`src/shared/arc_timer_params.svh`:
```
// constants for the reload/capture timer: offsets, fields, resets, timing
`ifndef ARC_TIMER_PARAMS_SVH
`define ARC_TIMER_PARAMS_SVH

// ----------------------------------------------------------------
// register byte offsets
// ----------------------------------------------------------------
`define OFS_CTRL0 8'h00
`define OFS_COUNT0 8'h04
`define OFS_RC0 8'h08
`define OFS_CTRL1 8'h10
`define OFS_COUNT1 8'h14
`define OFS_RC1 8'h18
`define OFS_STATUS 8'h20
`define OFS_MASK 8'h24
`define CH_STRIDE 8'h10

// ----------------------------------------------------------------
// control fields
// ----------------------------------------------------------------
`define CTRL_RUN 0
`define CTRL_CAPTURE 1
`define CTRL_DIR 2
`define CTRL_TRIG_EN 3
`define CTRL_RISING 4
`define CTRL_EXT_COUNT 5
`define CTRL_W 6

// ----------------------------------------------------------------
// status and reset values
// ----------------------------------------------------------------
`define ST_W 4
`define CTRL_RESET 6'h00
`define MASK_RESET 4'h0
`define COUNT_RESET 16'h0000
`define RC_RESET 16'h0000
`define COUNT_TOP 16'hffff
`define CAPTURE_RELOAD 16'h0000

// ----------------------------------------------------------------
// timing
// ----------------------------------------------------------------
`define REF_CLK_PERIOD_NS 40
`define TICK_DIV 12
`define TICK_LAST (4'(`TICK_DIV - 1))

`endif

```
`src/shared/arc_timer_pkg.sv`:
```
// types of the reload/capture timer
`default_nettype none
package arc_timer_pkg;

    // state of one timer channel
    typedef struct packed {
        logic [1:0] cnt_sync;
        logic cnt_prev;
        logic [1:0] trg_sync;
        logic trg_prev;
        logic [3:0] prescale;
        logic [15:0] count;
        logic [15:0] rc;
        logic reload_ev;
        logic capture_ev;
    } chan_state_t;

    // state of the register block
    typedef struct packed {
        logic [1:0][5:0] ctrl;
        logic [3:0] status;
        logic [3:0] mask;
        logic irq;
        logic pready;
        logic pslverr;
        logic [31:0] prdata;
    } regs_state_t;

endpackage
`default_nettype wire

```
`src/arc_timer_chan.sv`:
```
// one 16-bit auto-reload / capture timer channel
//
// The placing of the registers and the APB interface to the registers were decided locally.
`timescale 1ns/1ps
`default_nettype none
`include "arc_timer_params.svh"

module arc_timer_chan (
    input wire logic i_ref_clk,
    input wire logic i_rst_b,
    input wire logic i_run,
    input wire logic i_capture_mode,
    input wire logic i_dir_ctrl,
    input wire logic i_trig_en,
    input wire logic i_trig_rising,
    input wire logic i_ext_count,
    input wire logic i_count_pin,
    input wire logic i_trigger_pin,
    input wire logic i_wr_count,
    input wire logic i_wr_rc,
    input wire logic [15:0] i_wdata,
    output logic [15:0] o_count,
    output logic [15:0] o_rc,
    output logic o_reload_ev,
    output logic o_capture_ev
);

    arc_timer_pkg::chan_state_t r;
    arc_timer_pkg::chan_state_t s;
    logic tick;
    logic trg_edge;

    // ------------------------------------------------------------
    // next state
    // ------------------------------------------------------------
    always_comb begin
        s = r;
        s.reload_ev = 1'b0;
        s.capture_ev = 1'b0;
        // two-stage sync, edge from stages two and three
        s.cnt_sync = {r.cnt_sync[0], i_count_pin};
        s.cnt_prev = r.cnt_sync[1];
        s.trg_sync = {r.trg_sync[0], i_trigger_pin};
        s.trg_prev = r.trg_sync[1];
        trg_edge = i_trig_rising ? (~r.trg_prev & r.trg_sync[1])
                                 : (r.trg_prev & ~r.trg_sync[1]);
        // falling edge of count pin in counter operation
        // divide by twelve in timer operation
        if (i_ext_count) begin
            tick = r.cnt_prev & ~r.cnt_sync[1];
        end else begin
            tick = (r.prescale == `TICK_LAST);
        end
        if (i_run && !i_ext_count) begin
            s.prescale = tick ? 4'h0 : r.prescale + 4'h1;
        end
        // counting only while run is set
        if (i_run) begin
            if (i_capture_mode) begin
                // count up from zero, wrap reloads zero
                if (tick) begin
                    if (r.count == `COUNT_TOP) begin
                        s.count = `CAPTURE_RELOAD;
                        s.reload_ev = 1'b1;
                    end else begin
                        s.count = r.count + 16'h1;
                    end
                end
                if (i_trig_en && trg_edge) begin
                    s.rc = r.count;
                    s.capture_ev = 1'b1;
                end
            end else if (i_dir_ctrl) begin
                // trigger level sets direction, no event
                if (tick && r.trg_sync[1]) begin
                    // upward reloads from rc after top
                    s.count = (r.count == `COUNT_TOP) ? r.rc
                                                      : r.count + 16'h1;
                end else if (tick) begin
                    // downward underflows at rc to top
                    s.count = (r.count == r.rc) ? `COUNT_TOP
                                                : r.count - 16'h1;
                end
            end else begin
                if ((tick && r.count == `COUNT_TOP)
                        || (i_trig_en && trg_edge)) begin
                    s.count = r.rc;
                    s.reload_ev = 1'b1;
                end else if (tick) begin
                    s.count = r.count + 16'h1;
                end
            end
        end
        // software writes take precedence
        if (i_wr_count) begin
            s.count = i_wdata;
        end
        if (i_wr_rc) begin
            s.rc = i_wdata;
        end
    end

    // state register
    always_ff @(posedge i_ref_clk) begin
        if (!i_rst_b) begin
            r <= '0;
        end else begin
            r <= s;
        end
    end

    // outputs
    assign o_count = r.count;
    assign o_rc = r.rc;
    assign o_reload_ev = r.reload_ev;
    assign o_capture_ev = r.capture_ev;

    // ------------------------------------------------------------
    // checks
    // ------------------------------------------------------------
    prescale_wrap_a: assert property (
        @(posedge i_ref_clk) disable iff (!i_rst_b)
        (i_run && !i_ext_count)
        |=> r.prescale == (($past(r.prescale) == `TICK_LAST) ? 4'h0
                           : $past(r.prescale) + 4'h1)
        ) else $error("prescaler did not step modulo twelve");

    prescale_range_a: assert property (
        @(posedge i_ref_clk) disable iff (!i_rst_b)
        r.prescale <= `TICK_LAST
        ) else $error("prescaler left its twelve state range");

    pin_edge_count_a: assert property (
        @(posedge i_ref_clk) disable iff (!i_rst_b)
        (i_run && i_ext_count && !i_wr_count && r.cnt_prev
            && !r.cnt_sync[1] && r.count != `COUNT_TOP
            && (i_capture_mode
                || (!i_dir_ctrl && !(i_trig_en && trg_edge))))
        |=> r.count == $past(r.count) + 16'h1
        ) else $error("falling count edge not counted");

    overflow_reload_a: assert property (
        @(posedge i_ref_clk) disable iff (!i_rst_b)
        (i_run && !i_capture_mode && !i_dir_ctrl && tick
            && r.count == `COUNT_TOP && !i_wr_count && !i_wr_rc)
        |=> (r.count == $past(r.rc)) && o_reload_ev
        ) else $error("overflow did not reload with event");

    down_underflow_a: assert property (
        @(posedge i_ref_clk) disable iff (!i_rst_b)
        (i_run && !i_capture_mode && i_dir_ctrl && tick
            && !r.trg_sync[1] && r.count == r.rc && !i_wr_count)
        |=> (r.count == `COUNT_TOP) && !o_reload_ev
        ) else $error("down count did not underflow to top");

    capture_copy_a: assert property (
        @(posedge i_ref_clk) disable iff (!i_rst_b)
        (i_run && i_capture_mode && i_trig_en && trg_edge && !i_wr_rc)
        |=> (r.rc == $past(r.count)) && o_capture_ev
        ) else $error("capture edge did not store count");

    capture_wrap_a: assert property (
        @(posedge i_ref_clk) disable iff (!i_rst_b)
        (i_run && i_capture_mode && tick && r.count == `COUNT_TOP
            && !i_wr_count)
        |=> (r.count == `CAPTURE_RELOAD) && o_reload_ev
        ) else $error("capture mode wrap did not reload zero");

    idle_hold_a: assert property (
        @(posedge i_ref_clk) disable iff (!i_rst_b)
        (!i_run && !i_wr_count) |=> $stable(r.count)
        ) else $error("count moved while stopped");

endmodule
`default_nettype wire

```
`src/auto_reload_capture_timer16.sv`:
```
// two-channel 16-bit reload/capture timer behind an APB slave
// Notes on behaviour
// - counter runs in auto-reload mode or single-channel capture mode
// - timer operation advances once every twelve clocks
// - counter operation advances on each falling edge of count pin
// - count pin edges no faster than one per 24 clocks
// - auto-reload without direction counts up, top overflow reloads rc
// - reload by overflow only or also by chosen trigger edge
// - each auto-reload event without direction control raises interrupt
// - direction control: trigger level sets direction, no interrupt
// - counting up from reload value, top overflow reloads rc
// - counting down from top, reaching rc reloads top
// - capture mode counts up from zero, overflow reloads zero
// - capture mode: chosen trigger edge copies count into rc
// - capture mode interrupts on every reload and capture
`timescale 1ns/1ps
`default_nettype none
`include "arc_timer_params.svh"

module auto_reload_capture_timer16 (
    input wire logic i_ref_clk,
    input wire logic i_rst_b,
    input wire logic i_psel,
    input wire logic i_penable,
    input wire logic i_pwrite,
    input wire logic [7:0] i_paddr,
    input wire logic [31:0] i_pwdata,
    input wire logic [1:0] i_count_pin,
    input wire logic [1:0] i_trigger_pin,
    output logic [31:0] o_prdata,
    output logic o_pready,
    output logic o_pslverr,
    output logic o_irq
);

    arc_timer_pkg::regs_state_t r;
    arc_timer_pkg::regs_state_t s;
    logic [1:0][15:0] count;
    logic [1:0][15:0] rc;
    logic [1:0] reload_ev;
    logic [1:0] capture_ev;
    logic [1:0] wr_count;
    logic [1:0] wr_rc;
    logic [3:0] status_set;
    logic access;
    logic wr_go;
    logic mapped;
    logic [31:0] rdata;

    // ------------------------------------------------------------
    // channels
    // ------------------------------------------------------------
    // two identical, separately controlled channels
    genvar ch;
    generate
        for (ch = 0; ch < 2; ch++) begin : g_chan
            assign wr_count[ch] = wr_go
                && i_paddr == `OFS_COUNT0 + 8'(ch) * `CH_STRIDE;
            assign wr_rc[ch] = wr_go
                && i_paddr == `OFS_RC0 + 8'(ch) * `CH_STRIDE;
            // reload and capture events feed status bits
            assign status_set[2*ch] = reload_ev[ch];
            assign status_set[2*ch+1] = capture_ev[ch];
            // mode and source from the control word
            arc_timer_chan u_chan (
                .i_ref_clk(i_ref_clk),
                .i_rst_b(i_rst_b),
                .i_run(r.ctrl[ch][`CTRL_RUN]),
                .i_capture_mode(r.ctrl[ch][`CTRL_CAPTURE]),
                .i_dir_ctrl(r.ctrl[ch][`CTRL_DIR]),
                .i_trig_en(r.ctrl[ch][`CTRL_TRIG_EN]),
                .i_trig_rising(r.ctrl[ch][`CTRL_RISING]),
                .i_ext_count(r.ctrl[ch][`CTRL_EXT_COUNT]),
                .i_count_pin(i_count_pin[ch]),
                .i_trigger_pin(i_trigger_pin[ch]),
                .i_wr_count(wr_count[ch]),
                .i_wr_rc(wr_rc[ch]),
                .i_wdata(i_pwdata[15:0]),
                .o_count(count[ch]),
                .o_rc(rc[ch]),
                .o_reload_ev(reload_ev[ch]),
                .o_capture_ev(capture_ev[ch])
            );
        end
    endgenerate

    // ------------------------------------------------------------
    // register read decode
    // ------------------------------------------------------------
    always_comb begin
        rdata = 32'h0;
        mapped = 1'b1;
        case (i_paddr)
            `OFS_CTRL0: rdata = {26'h0, r.ctrl[0]};
            `OFS_COUNT0: rdata = {16'h0, count[0]};
            `OFS_RC0: rdata = {16'h0, rc[0]};
            `OFS_CTRL1: rdata = {26'h0, r.ctrl[1]};
            `OFS_COUNT1: rdata = {16'h0, count[1]};
            `OFS_RC1: rdata = {16'h0, rc[1]};
            `OFS_STATUS: rdata = {28'h0, r.status};
            `OFS_MASK: rdata = {28'h0, r.mask};
            default: mapped = 1'b0;
        endcase
    end

    // ------------------------------------------------------------
    // next state: bus, control, status, interrupt
    // ------------------------------------------------------------
    always_comb begin
        s = r;
        // one wait state: ready rises in the second access cycle
        access = i_psel & i_penable & ~r.pready;
        wr_go = i_psel & i_penable & r.pready & i_pwrite & ~r.pslverr;
        s.pready = access;
        s.pslverr = access & ~mapped;
        s.prdata = (access && !i_pwrite && mapped) ? rdata : 32'h0;
        if (wr_go && i_paddr == `OFS_CTRL0) begin
            s.ctrl[0] = i_pwdata[`CTRL_W-1:0];
        end
        if (wr_go && i_paddr == `OFS_CTRL1) begin
            s.ctrl[1] = i_pwdata[`CTRL_W-1:0];
        end
        if (wr_go && i_paddr == `OFS_MASK) begin
            s.mask = i_pwdata[`ST_W-1:0];
        end
        // sticky flags, a new event beats the clear
        s.status = r.status;
        if (wr_go && i_paddr == `OFS_STATUS) begin
            s.status = r.status & ~i_pwdata[`ST_W-1:0];
        end
        s.status = s.status | status_set;
        s.irq = |(s.status & s.mask);
    end

    // state register
    always_ff @(posedge i_ref_clk) begin
        if (!i_rst_b) begin
            r <= '0;
        end else begin
            r <= s;
        end
    end

    // outputs, all from flip-flops
    assign o_prdata = r.prdata;
    assign o_pready = r.pready;
    assign o_pslverr = r.pslverr;
    assign o_irq = r.irq;

    // ------------------------------------------------------------
    // checks
    // ------------------------------------------------------------
    apb_wait_a: assert property (
        @(posedge i_ref_clk) disable iff (!i_rst_b)
        (i_psel && i_penable && !o_pready) |=> o_pready
        ) else $error("apb access not answered after one wait");

    reload_flag_a: assert property (
        @(posedge i_ref_clk) disable iff (!i_rst_b)
        reload_ev[0] |-> ##1 r.status[0]
        ) else $error("reload event did not set its flag");

    capture_irq_a: assert property (
        @(posedge i_ref_clk) disable iff (!i_rst_b)
        (capture_ev[1] && r.mask[3] && !(wr_go && i_paddr == `OFS_MASK))
        |=> o_irq && r.status[3]
        ) else $error("capture event did not raise interrupt");

    dir_no_event_a: assert property (
        @(posedge i_ref_clk) disable iff (!i_rst_b)
        (r.ctrl[0][`CTRL_DIR] && !r.ctrl[0][`CTRL_CAPTURE])
        ##1 (r.ctrl[0][`CTRL_DIR] && !r.ctrl[0][`CTRL_CAPTURE])
        |-> !reload_ev[0] && !capture_ev[0]
        ) else $error("event raised under direction control");

endmodule
`default_nettype wire

```
`config.mk`:
```
export PLATFORM = sky130hd
export DESIGN_NAME = auto_reload_capture_timer16
export DESIGN_NICKNAME = d
export VERILOG_FILES = /design/src/shared/arc_timer_pkg.sv /design/src/arc_timer_chan.sv /design/src/auto_reload_capture_timer16.sv
export VERILOG_INCLUDE_DIRS = /design/src /design/src/shared
export SDC_FILE = /design/constraint.sdc
export NUM_CORES = 1
export LEC_CHECK = 0
export ABC_AREA = 0
export BUFFER_PORTS_ARGS = -buffer_cell sky130_fd_sc_hd__buf_2
export CELL_PAD_IN_SITES_DETAIL_PLACEMENT = 1
export CELL_PAD_IN_SITES_GLOBAL_PLACEMENT = 1
export CORE_MARGIN = 1
export CORE_UTILIZATION = 48
export CTS_CLUSTER_SIZE = 14
export DETAILED_ROUTE_END_ITERATION = 10
export HOLD_SLACK_MARGIN = 0.03
export MAX_ROUTING_LAYER = met4
export PLACE_DENSITY_LB_ADDON = 0.1
export SLEW_MARGIN = 5
export SYNTH_ARGS = -nofsm -noshare
export SYNTH_HDL_FRONTEND = slang
export SYNTH_SLANG_ARGS = --single-unit
export TNS_END_PERCENT = 20
```
`constraint.sdc`:
```
create_clock -name i_ref_clk -period 6.7 [get_ports i_ref_clk]
set_input_delay 0.67 -clock i_ref_clk [delete_from_list [all_inputs] [get_ports i_ref_clk]]
set_output_delay 0.67 -clock i_ref_clk [all_outputs]
set_load 0.05 [all_outputs]
```
==> metrics.md, run 1 <==
| Metric | Value |
|---|---|
| Max-slew headroom | `a little under a quarter` |
| Final period util | `approximately half` |
| Crit path time final | `between 3 and 4 ns` |
| Final instance area | `9470 um2` |
| Largest net degree at the start of global routing | `84` |
| Total clock sinks | `127` |
| Initial core utilization | `around half` |
| Overall global routing resource usage | `37.5%` |
| Most area-consuming cells after synthesis | `dfxtp_1 29%, xnor2_1 5.3%, a22oi_1 5.1%` |
| Leakage | `3.37 nW` |
| Hold WS | `0.438 ns` |
| Fmax | `287 MHz` |
| Top_reg_cell synth | `dfxtp_1` |
| Die X | `137 um` |
| Clock Skew | `0.00929 ns` |
| Core area | `about 18000 um2` |
| Number of diodes | `0` |
| Share of cells above drive strength 1 | `between 10% and 20%` |
| Top cell type's share of synthesized area | `between 20 and 30%` |
| Number of synthesized register bits | `127` |
| M2 GR Usage | `59.5%` |
| Overall Power | `0.00177 W` |
| Vias in the first global route | `~9000` |
| Post-CTS Resized | `0` |
| Max Fanout on Critical Path | `12` |
| Crit Path Category | `reg -> reg` |
| Final Max Slew Viols | `0` |
| DR vias/cell | `6.71` |
| H-tree depth | `4` |
| DR iter-0 viols | `784` |
| Power share of the clock group | `53.2%` |
| Hold Crit Class | `reg -> reg` |
| DRT antenna net count | `0` |
| NumNets Final | `1184` |
| Via count | `9194` |
| Gate power share | `~3.9%` |
| Max cap viols | `0` |
| Met1 Track Usage GR | `46.6%` |
| Post-Syn Area per Cell | `7.58 um2` |
| Area grow syn2layout | `8.25%` |
| Crit path capture type | `flip-flop` |
| Status | `finished clean` |
| CTS tree | `done` |
| Overflow after GRT | `0` |
| Post-Route WL | `33300 um` |
| Slew @ Worst Pin | `1.14 ns` |
| Die height | `around 140 um` |
| Worst-skew pair later-pin latency | `approximately 0.43 ns` |
| Pwr/cell area | `187 nW/um2` |
| Final GP Congestion | `slightly below 1` |
| Global route hottest layer | `met2` |
| Unrepaired setup endpoints after global routing | `no` |
| Post-CTS Hold Buffers | `0` |
| # port buffers | `just over 50` |
| Top cells by count, synth | `127 x dfxtp_1, 117 x nor2_1, 102 x nand2_1` |
| Ys async rst share | `0%` |
| Top Ports | `84` |
| Post-CTS Setup Bufs | `0` |
| Cell internal pwr | `0.00131 W` |
| Final hold vios | `0` |
| Die ar. | `18800 um2` |
| CTS clk-pin slew, worst paths | `0.06 ns` |
| Worst Path Arrival | `around 3.8 ns` |
| DR DRC count | `0` |
| WL/cell | `24.3 um` |
| CP Launch Type | `flip-flop` |
| Register area share after synthesis | `29.1%` |
| Synth cell types | `74` |
| Syn Inst Count | `1154` |
| Worst vdd ir | `0.168 mV` |
| CTS Buf Count | `17` |
| CTS Root Buffer Type | `clkbuf_16` |
| Most common cell in the netlist | `dfxtp_1` |
| Post-synth top area cell | `dfxtp_1` |
| Post-Synthesis Cell Area | `8750 um2` |
| Ys Warns | `0` |
| EDFF count, synth | `0` |
| HPWL after DPL | `between 20000 and 25000 um` |
| Net switching share of the total power | `between 20% and 30%` |
| CTS max path bufs | `2` |
| M3 GR Usage | `6.22%` |
| CP Data Required Time | `6.98 ns` |
| Global-route wire length before repair | `roughly 52000 um` |
| Cell Area, Placed | `around 8900 um2` |
| Final number of setup-violating endpoints | `0` |
| Sw power | `~0.00047 W` |
| Sequential share of power | `42.9%` |
| Setup total negative slack | `0 ns` |
| Drt first pass iters | `5` |
| Cell Rows | `49` |
| Initial antenna violation count | `0` |
metrics by stage:
| stage | cells | utilization, % | setup slack [ns] |
|---|---|---|---|
| floorplan | 1169 | - | 4.05 |
| global placement | 1339 | 49.6 | 3.13 |
| detailed placement | 1339 | 49.6 | 3.09 |
| CTS | 1371 | 52.9 | 3.28 |
| global route | 1371 | 52.9 | 3.13 |
| finish | 1371 | 52.9 | 3.22 |
final cells by class:
type	count	area, um2
Sequential cell	127	2540
Fill cell	2264	8430
Inverter	21	78.8
Clock buffer	18	439
Multi-Input combinational cell	889	5560
Clock inverter	14	148
Timing Repair Buffer	73	420
Tap cell	229	287
path summary, 6_finish.rpt:
path / from / end / slack (ns) / cells past startpoint
min: g_chan[0].u_chan.r[39] / g_chan[0].u_chan.r[40] / 0.44 / 1
max reg2reg: g_chan[0].u_chan.o_count[0] / g_chan[0].u_chan.o_count[5] / 3.22 / 9
max: g_chan[0].u_chan.o_count[0] / g_chan[0].u_chan.o_count[5] / 3.22 / 9
min reg2reg: g_chan[0].u_chan.r[39] / g_chan[0].u_chan.r[40] / 0.44 / 1
critical path, cell delays in order (launching register included):
cell and delay, ns:
dfxtp_1 0.62, ha_1 0.43, inv_1 0.18, or3_1 0.49, o31ai_2 0.61, buf_4 0.31, nor2_1 0.08, a2111o_1 0.40
a31oi_1 0.14, nor2_1 0.05
cells in the final DEF (no fill, tap or decap), types with 18 or more instances in the layout:
| cell | count |
|---|---|
| inv_1 | 20 |
| o21ai_0 | 39 |
| mux2i_1 | 22 |
| buf_4 | 22 |
| nor2_1 | 117 |
| a31oi_1 | 21 |
| a22oi_1 | 59 |
| nor3_1 | 35 |
| a211oi_1 | 27 |
| o211ai_1 | 18 |
| buf_2 | 51 |
| dfxtp_1 | 127 |
| xnor2_1 | 53 |
| and2_1 | 18 |
| xor2_1 | 31 |
| a21oi_1 | 74 |
| nand2_1 | 102 |
| nand3_1 | 45 |
cells by family (layout without fill, tap and decap cells):
| family | after synthesis | in the layout | synth area share, % |
|---|---|---|---|
| buf+inv | 153 | 126 | 8.27 |
| other cells | 1 | 16 | 0.0429 |
| compound gates | 335 | 335 | 26.3 |
| flops | 127 | 127 | 29.1 |
| xor+xnor | 84 | 84 | 8.41 |
| simple gates | 424 | 424 | 24.3 |
| fa+ha+maj | 6 | 6 | 0.858 |
| mux | 24 | 24 | 2.77 |
flip-flops by register name, summed over array words and instances, names as in the netlist:
signal,cells
g_chan.u_chan.o_rc,32
g_chan.u_chan.r,20
g_chan.u_chan.o_capture_ev,2
o_irq,1
o_pready,1
o_pslverr,1
g_chan.u_chan.o_count,32
g_chan.u_chan.o_reload_ev,2
o_prdata,16
r,20
layer usage:
layer | share of wire (%) | vias up
met2 | 47 | 415
met3 | 7.4 | 106
met1 | 42 | 4512
li1 | - | 4161
met5 | 0 | -
met4 | 3.7 | 0
power by group through the flow:
stage                     Sequential, W  Combinational, W  Clock (W)
final                          0.000760         0.0000692   0.000944
after global routing           0.000760         0.0000732   0.000979
after CTS                      0.000760         0.0000686   0.000952
after detailed placement       0.000777         0.0000685          0
after global placement         0.000777         0.0000676          0
after floorplan                0.000778         0.0000459          0
Note: power is estimated with default switching activity, not from simulation.
==> run 2, diff against run 1 <==
ABC_AREA = 1   (was 0)
CORE_UTILIZATION = 43   (was 48)
clock period = 3.4 ns   (was 6.7 ns; I/O delays follow)
==> run 2 against run 1 <==
  * Total power grew 97%
  * Sequential share of layout area down 2.7 points
  * Global-route usage is 3.0 points lower
  * Register-to-register slack got worse by 2.7 ns
  * Worst setup slack lost 2.7 ns
  * Final cell count rose by 40%
  * Clock-buffer cell count is 1 higher
  * Flip-flop and latch count stayed put
  * Routed wire length rose by 16%
  * First-iteration DRC count fell by 1.3%
  * Cell area grew 11%
  * Clock skew increased by 0.00057 ns
  * Critical endpoint unchanged
  * Largest cell class unchanged
==> metrics.md, run 2 <==
| Metric | Value |
|---|---|
| Status | `finished clean (unchanged)` |
| Share of cells above drive strength 1 | `11.0% (was 11.1%)` |
| Overall global routing resource usage | `34.5% (was 37.5%)` |
| Final hold vios | `0 (unchanged)` |
| Number of synthesized register bits | `127 (unchanged)` |
| Hold path start | `i_count_pin[0] (was g_chan[0].u_chan.r[39])` |
| Synth cell types | `42 (was 74)` |
| Initial core utilization | `44.3% (was 48.9%)` |
| Total clock sinks | `127 (unchanged)` |
| Unrepaired setup endpoints after global routing | `no (unchanged)` |
| Worst Path Arrival | `3.17 ns (was 3.76 ns)` |
| Slew @ Worst Pin | `1.09 ns (was 1.14 ns)` |
| Syn Inst Count | `1625 (was 1154)` |
| Crit path capture type | `flip-flop (unchanged)` |
| Most common cell in the netlist | `nand2_1 (was dfxtp_1)` |
| Hold depth | `3 (was 1)` |
| Die X | `153 um (was 137 um)` |
| Initial antenna violation count | `0 (unchanged)` |
| Via count | `11200 (was 9194)` |
| CTS clk-pin slew, worst paths | `0.07 ns (was 0.06 ns)` |
| Post-CTS Resized | `0 (unchanged)` |
| Hold endpoint | `g_chan[0].u_chan.r[42] (was g_chan[0].u_chan.r[40])` |
| Post-Synthesis Cell Area | `9770 um2 (was 8750 um2)` |
| Worst-skew pair later-pin latency | `0.43 ns (about the same)` |
| Commonest non-fill, non-tap cell in the layout | `nand2_1 (was dfxtp_1)` |
| HPWL after DPL | `28100 um (was 22900 um)` |
| Post-Syn Area per Cell | `6.01 um2 (was 7.58 um2)` |
| Drt first pass iters | `7 (was 5)` |
| NumNets Final | `1676 (was 1184)` |
| Fmax | `350 MHz (was 287 MHz)` |
| Ys async rst share | `0% (unchanged)` |
| Max Fanout on Critical Path | `17 (was 12)` |
| Setup total negative slack | `0 ns (unchanged)` |
| Most frequent cells in the layout | `428 x nand2_1, 158 x nor2_1, 156 x nand3_1 (was 127 x dfxtp_1, 117 x nor2_1, 102 x nand2_1)` |
| DR vias/cell | `5.84 (was 6.71)` |
| Max-slew headroom | `27.5% (was 23.4%)` |
| DRT antenna net count | `0 (unchanged)` |
| Vias in the first global route | `11100 (was 8986)` |
| Place WS | `0.656 ns (was 3.09 ns)` |
| Number of diodes | `0 (unchanged)` |
| Most area-consuming cells after synthesis | `dfxtp_1 26%, nand2_1 16%, nand3_1 8.0% (was dfxtp_1 29%, xnor2_1 5.3%, a22oi_1 5.1%)` |
| CP Launch Type | `flip-flop (unchanged)` |
| Overflow after GRT | `0 (unchanged)` |
| Top Ports | `84 (unchanged)` |
| Post-CTS Hold Buffers | `0 (unchanged)` |
| Reg-to-reg critical path endpoint | `g_chan[0].u_chan.o_count[5] (unchanged)` |
| Final number of setup-violating endpoints | `0 (unchanged)` |
| Worst vdd ir | `0.273 mV (was 0.168 mV)` |
| R2R cell count | `11 (was 9)` |
| Global-route wire length before repair | `61500 um (was 51700 um)` |
| CP Data Required Time | `3.71 ns (was 6.98 ns)` |
| Clock Skew | `0.00987 ns (was 0.00929 ns)` |
| WL/cell | `20.1 um (was 24.3 um)` |
| Die ar. | `23300 um2 (was 18800 um2)` |
| CTS Buf Count | `17 (unchanged)` |
| Final worst slack | `0.542 ns (was 3.22 ns)` |
| Top cell type's share of synthesized area | `26.0% (was 29.1%)` |
| Leakage | `4.58 nW (was 3.37 nW)` |
| EDFF count, synth | `0 (unchanged)` |
| CTS max path bufs | `2 (unchanged)` |
| Top cells by count, synth | `428 x nand2_1, 158 x nor2_1, 156 x nand3_1 (was 127 x dfxtp_1, 117 x nor2_1, 102 x nand2_1)` |
| Ys Warns | `0 (unchanged)` |
| DR DRC count | `0 (unchanged)` |
| Final Util | `47.9% (was 52.9%)` |
| Final period util | `84.1% (was 51.9%)` |
| Core area | `22000 um2 (was 17900 um2)` |
| Pwr/cell area | `331 nW/um2 (was 187 nW/um2)` |
| DR iter-0 viols | `774 (was 784)` |
| Crit Path Category | `reg -> reg (unchanged)` |
| CTS tree | `done (unchanged)` |
| Max cap viols | `0 (unchanged)` |
| Hold Crit Class | `in -> reg (was reg -> reg)` |
| Top_reg_cell synth | `dfxtp_1 (unchanged)` |
| Overall Power | `0.00349 W (was 0.00177 W)` |
| R2r setup slk | `0.54 ns (was 3.22 ns)` |
| Largest net degree at the start of global routing | `55 (was 84)` |
| Final GP Congestion | `0.972 (was 0.964)` |
| Die height | `153 um (was 137 um)` |
| # port buffers | `51 (unchanged)` |
| Register area share after synthesis | `26.0% (was 29.1%)` |
| Area grow syn2layout | `7.96% (was 8.25%)` |
| Post-synth top area cell | `dfxtp_1 (unchanged)` |
| Post-Route WL | `38600 um (was 33300 um)` |
| H-tree depth | `4 (unchanged)` |
| Final Max Slew Viols | `0 (unchanged)` |
| CTS Root Buffer Type | `clkbuf_16 (unchanged)` |
| Post-CTS Setup Bufs | `0 (unchanged)` |
| Cell Rows | `54 (was 49)` |
| Crit path time final | `2.86 ns (was 3.48 ns)` |
| Critical R2R Launch | `g_chan[0].u_chan.o_count[0] (unchanged)` |
[run 2: changes by cell type in the layout (fill, tap and decap cells not counted), sizes merged, moves of 56 or more]
cell / change
a21oi: +82
nand3: +118
a22oi: -56
o21ai: +66
inv: +146
nand2: +344
nor2: +59
[run 2: worst max-delay path by stage]
stage	startpoint	to	slack, ns
floorplan	o_pready	g_chan[0].u_chan.o_count[10]	1.42
global placement	g_chan[0].u_chan.o_count[0]	g_chan[0].u_chan.o_count[4]	0.71
detailed placement	g_chan[0].u_chan.o_count[0]	g_chan[0].u_chan.o_count[5]	0.66
CTS	g_chan[0].u_chan.o_count[0]	g_chan[0].u_chan.o_count[14]	0.61
global route	g_chan[0].u_chan.o_count[0]	g_chan[0].u_chan.o_count[6]	0.39
finish	g_chan[0].u_chan.o_count[0]	g_chan[0].u_chan.o_count[5]	0.54
[run 2: through the flow]
| stage | std cells | cell area (um2) | hold WS, ns |
|---|---|---|---|
| 2_1_floorplan | 1640 | 9820 | 0.390 |
| 3_3_place_gp | 1882 | 9970 | 0.393 |
| 3_5_place_dp | 1882 | 9970 | 0.404 |
| 4_1_cts | 1914 | 10500 | 0.0802 |
| 5_1_grt | 1914 | 10500 | 0.101 |
| 6_report | 1914 | 10500 | 0.0985 |
[run 2: cell families (layout without fill, tap and decap cells)]
family / count (synthesis) / after routing / share of synthesized area [%]
and+or+nand+nor: 827 / 827 / 37.2
AOI/OAI and AO/OA: 343 / 343 / 19.7
adders and majority gates: 6 / 6 / 0.769
DFF: 127 / 127 / 26.0
buffers and inverters: 290 / 284 / 13.4
xor gates and xnor gates: 31 / 31 / 2.78
other: 1 / 16 / 0.0384
[run 2: critical path, stage by stage (launching register included)]
cell     delay (ns)
dfxtp_1        0.43
ha_1           0.30
nand2_2        0.15
nor2_8         0.06
nand2_4        0.10
nor2_8         0.06
a21oi_2        0.62
nand3_1        0.19
nand3_2        0.37
inv_1          0.18
o21ai_0        0.20
a21oi_1        0.05
[run 2: layer usage]
| layer | share of wire, % | global-route usage (%) | vias up |
|---|---|---|---|
| li1 | - | - | 5276 |
| met1 | 43 | 43.1 | 5389 |
| met2 | 47 | 55.9 | 416 |
| met3 | 6.7 | 5.57 | 88 |
| met4 | 3.0 | 12.8 | 0 |
| met5 | 0 | - | - |
[run 2: final cells by class]
class,instances,area (um2)
clock buffer,19,443
inverter,175,662
clock inverter,13,128
multi-input combinational,1223,5970
sequential,127,2540
tap,280,350
timing repair buffer,77,450
fill,3110,11500
[run 2: power by group]
| group | switching [W] | internal [W] |
|---|---|---|
| clock network | 0.000810 | 0.00104 |
| registers | 0.00000310 | 0.00149 |
| logic | 0.000116 | 0.0000248 |
| total | 0.000929 | 0.00256 |
==> run 3, diff against run 2 <==
clock period = 2.9 ns   (was 3.4 ns; I/O delays follow)
==> run 3 against run 2 <==
  * The flow now finishes with violations (design-rule violations)
  * Combinational power is 18% higher
  * Worst setup slack lost 0.16 ns
  * Sequential share of layout area decreased by 0.45 points
  * Total power increased by 21%
  * Final cell count grew 1.1%
  * Hold slack worse by 0.059 ns
  * Routed wire length is 0.95% higher
  * Utilization grew 0.91 points
  * Via count about the same
  * Critical path type unchanged
  * Highest routed layer unchanged
==> metrics.md, run 3 (synthesis gave the netlist of run 2 again) <==
| Metric | Value |
|---|---|
| Setup total negative slack | `0 ns (unchanged)` |
| Worst vdd ir | `0.355 mV (was 0.273 mV)` |
| Violated checks | `design-rule violations` |
| CTS max path bufs | `2 (unchanged)` |
| CTS tree | `done (unchanged)` |
| Post-Route WL | `38900 um (was 38600 um)` |
| Die height | `153 um (unchanged)` |
| Core area | `22000 um2 (unchanged)` |
| Final period util | `86.9% (was 84.1%)` |
| Final instance area | `10700 um2 (was 10500 um2)` |
| Worst Path Arrival | `2.81 ns (was 3.17 ns)` |
| Slew @ Worst Pin | `0.755 ns (was 1.09 ns)` |
| HPWL after DPL | `29000 um (was 28100 um)` |
| H-tree depth | `4 (unchanged)` |
| Max-slew headroom | `49.6% (was 27.5%)` |
| Final GP Congestion | `0.966 (was 0.972)` |
| Overflow after GRT | `0 (unchanged)` |
| NumNets Final | `1698 (was 1676)` |
| DR vias/cell | `5.77 (was 5.84)` |
| Clock Skew | `0.0137 ns (was 0.00987 ns)` |
| CTS clk-pin slew, worst paths | `0.07 ns (about the same)` |
| Vias in the first global route | `11200 (was 11100)` |
| Number of diodes | `0 (unchanged)` |
| Finished Layout Cells | `1935 (was 1914)` |
| Worst-skew pair later-pin latency | `0.44 ns (was 0.43 ns)` |
| Status | `complete, but fails checks (was finished clean)` |
| # port buffers | `51 (unchanged)` |
| Top Ports | `84 (unchanged)` |
| Unrepaired setup endpoints after global routing | `no (unchanged)` |
| Hold Crit Class | `in -> reg (unchanged)` |
| DR DRC count | `1 (was 0)` |
| Most frequent cells in the layout | `428 x nand2_1, 158 x nor2_1, 156 x nand3_1 (unchanged)` |
| Post-CTS Hold Buffers | `0 (unchanged)` |
| Area grow syn2layout | `10.0% (was 7.96%)` |
| CTS Buf Count | `17 (unchanged)` |
| Cell Rows | `54 (unchanged)` |
| DRT antenna net count | `0 (unchanged)` |
| CP Data Required Time | `3.18 ns (was 3.71 ns)` |
| Max Fanout on Critical Path | `19 (was 17)` |
| Max cap viols | `0 (unchanged)` |
| Final hold vios | `0 (unchanged)` |
| Final Util | `48.8% (was 47.9%)` |
| Final Max Slew Viols | `0 (unchanged)` |
| Final number of setup-violating endpoints | `0 (unchanged)` |
| Post-CTS Setup Bufs | `0 (unchanged)` |
| Crit path time final | `2.52 ns (was 2.86 ns)` |
| R2r setup slk | `0.38 ns (was 0.54 ns)` |
| Commonest non-fill, non-tap cell in the layout | `nand2_1 (unchanged)` |
| CTS Root Buffer Type | `clkbuf_16 (unchanged)` |
| Number of fill cells | `3100 (was 3110)` |
| Final worst slack | `0.379 ns (was 0.542 ns)` |
| Via count | `11200 (about the same)` |
| WL/cell | `20.1 um (about the same)` |
| Cell Area, Placed | `10100 um2 (was 9970 um2)` |
| Crit path capture type | `flip-flop (unchanged)` |
| Initial antenna violation count | `0 (unchanged)` |
| DP Cell Count | `1904 (was 1882)` |
| Largest net degree at the start of global routing | `55 (unchanged)` |
| Overall global routing resource usage | `34.7% (was 34.5%)` |
| CP Launch Type | `flip-flop (unchanged)` |
| Share of cells above drive strength 1 | `12.2% (was 11.0%)` |
| Drt first pass iters | `8 (was 7)` |
| Initial core utilization | `44.3% (unchanged)` |
| Fmax | `397 MHz (was 350 MHz)` |
| DR iter-0 viols | `843 (was 774)` |
| Crit Path Category | `reg -> reg (unchanged)` |
| Die X | `153 um (unchanged)` |
| Global-route wire length before repair | `61400 um (was 61500 um)` |
| Total clock sinks | `127 (unchanged)` |
| Post-CTS Resized | `0 (unchanged)` |
| Die ar. | `23300 um2 (unchanged)` |
| Place WS | `0.440 ns (was 0.656 ns)` |
| Leakage | `4.71 nW (was 4.58 nW)` |
| Pwr/cell area | `394 nW/um2 (was 331 nW/um2)` |
-- run 3: changes by cell type in the layout (fill, tap and decap cells not counted), sizes merged --
cell    delta
buf       +22
clkbuf     -2
bufinv     +2
inv        -1
-- run 3: layer usage --
layer | global-route usage, % | share of wire [%] | wire length, um
met2 | 56.4 | 47 | 18400
met5 | - | 0 | 0
met1 | 42.5 | 43 | 16900
met4 | 15.1 | 3.4 | 1310
met3 | 5.55 | 5.9 | 2290
-- run 3: area by class of cell --
| type | instances | area, um2 | share of cell area, % |
|---|---|---|---|
| Multi-Input combinational cell | 1223 | 5970 | 55.5 |
| Sequential cell | 127 | 2540 | 23.7 |
| Inverter | 175 | 662 | 6.16 |
| Timing Repair Buffer | 99 | 616 | 5.73 |
| Clock buffer | 17 | 425 | 3.96 |
| Tap cell | 280 | 350 | 3.26 |
| Clock inverter | 14 | 181 | 1.69 |
-- run 3: worst max-delay path: stages, from the launching register on --
cell and delay (ns):
dfxtp_1 0.41, ha_1 0.23, nand2_2 0.11, nor2_4 0.14, nand2_2 0.11, nor2_4 0.18, nand2_4 0.09, nand2_8 0.15
inv_4 0.12, nand3_2 0.08, nand3_2 0.34, a21oi_1 0.28, a21oi_1 0.11
-- run 3: report_power, final --
part | internal, W | total [W] | switching, W
registers | 0.00175 | 0.00176 | 0.00000357
logic | 0.0000292 | 0.000166 | 0.000137
clock network | 0.00136 | 0.00231 | 0.000944
total | 0.00315 | 0.00423 | 0.00108
-- run 3: through the flow --
step | hold WS, ns | power (W)
floorplan | 0.388 | 0.00191
global placement | 0.395 | 0.00195
detailed placement | 0.406 | 0.00196
CTS | 0.0318 | 0.00423
global route | 0.0529 | 0.00431
finish | 0.0393 | 0.00423
-- run 3: final timing paths --
| kind | start | end | cells past startpoint |
|---|---|---|---|
| setup / recovery | g_chan[1].u_chan.o_count[1] | g_chan[1].u_chan.o_count[0] | 12 |
| hold / removal | i_trigger_pin[1] | g_chan[1].u_chan.r[39] | 3 |
| setup reg to reg | g_chan[1].u_chan.o_count[1] | g_chan[1].u_chan.o_count[0] | 12 |
| hold reg to reg | g_chan[0].u_chan.r[42] | g_chan[0].u_chan.r[43] | 2 |
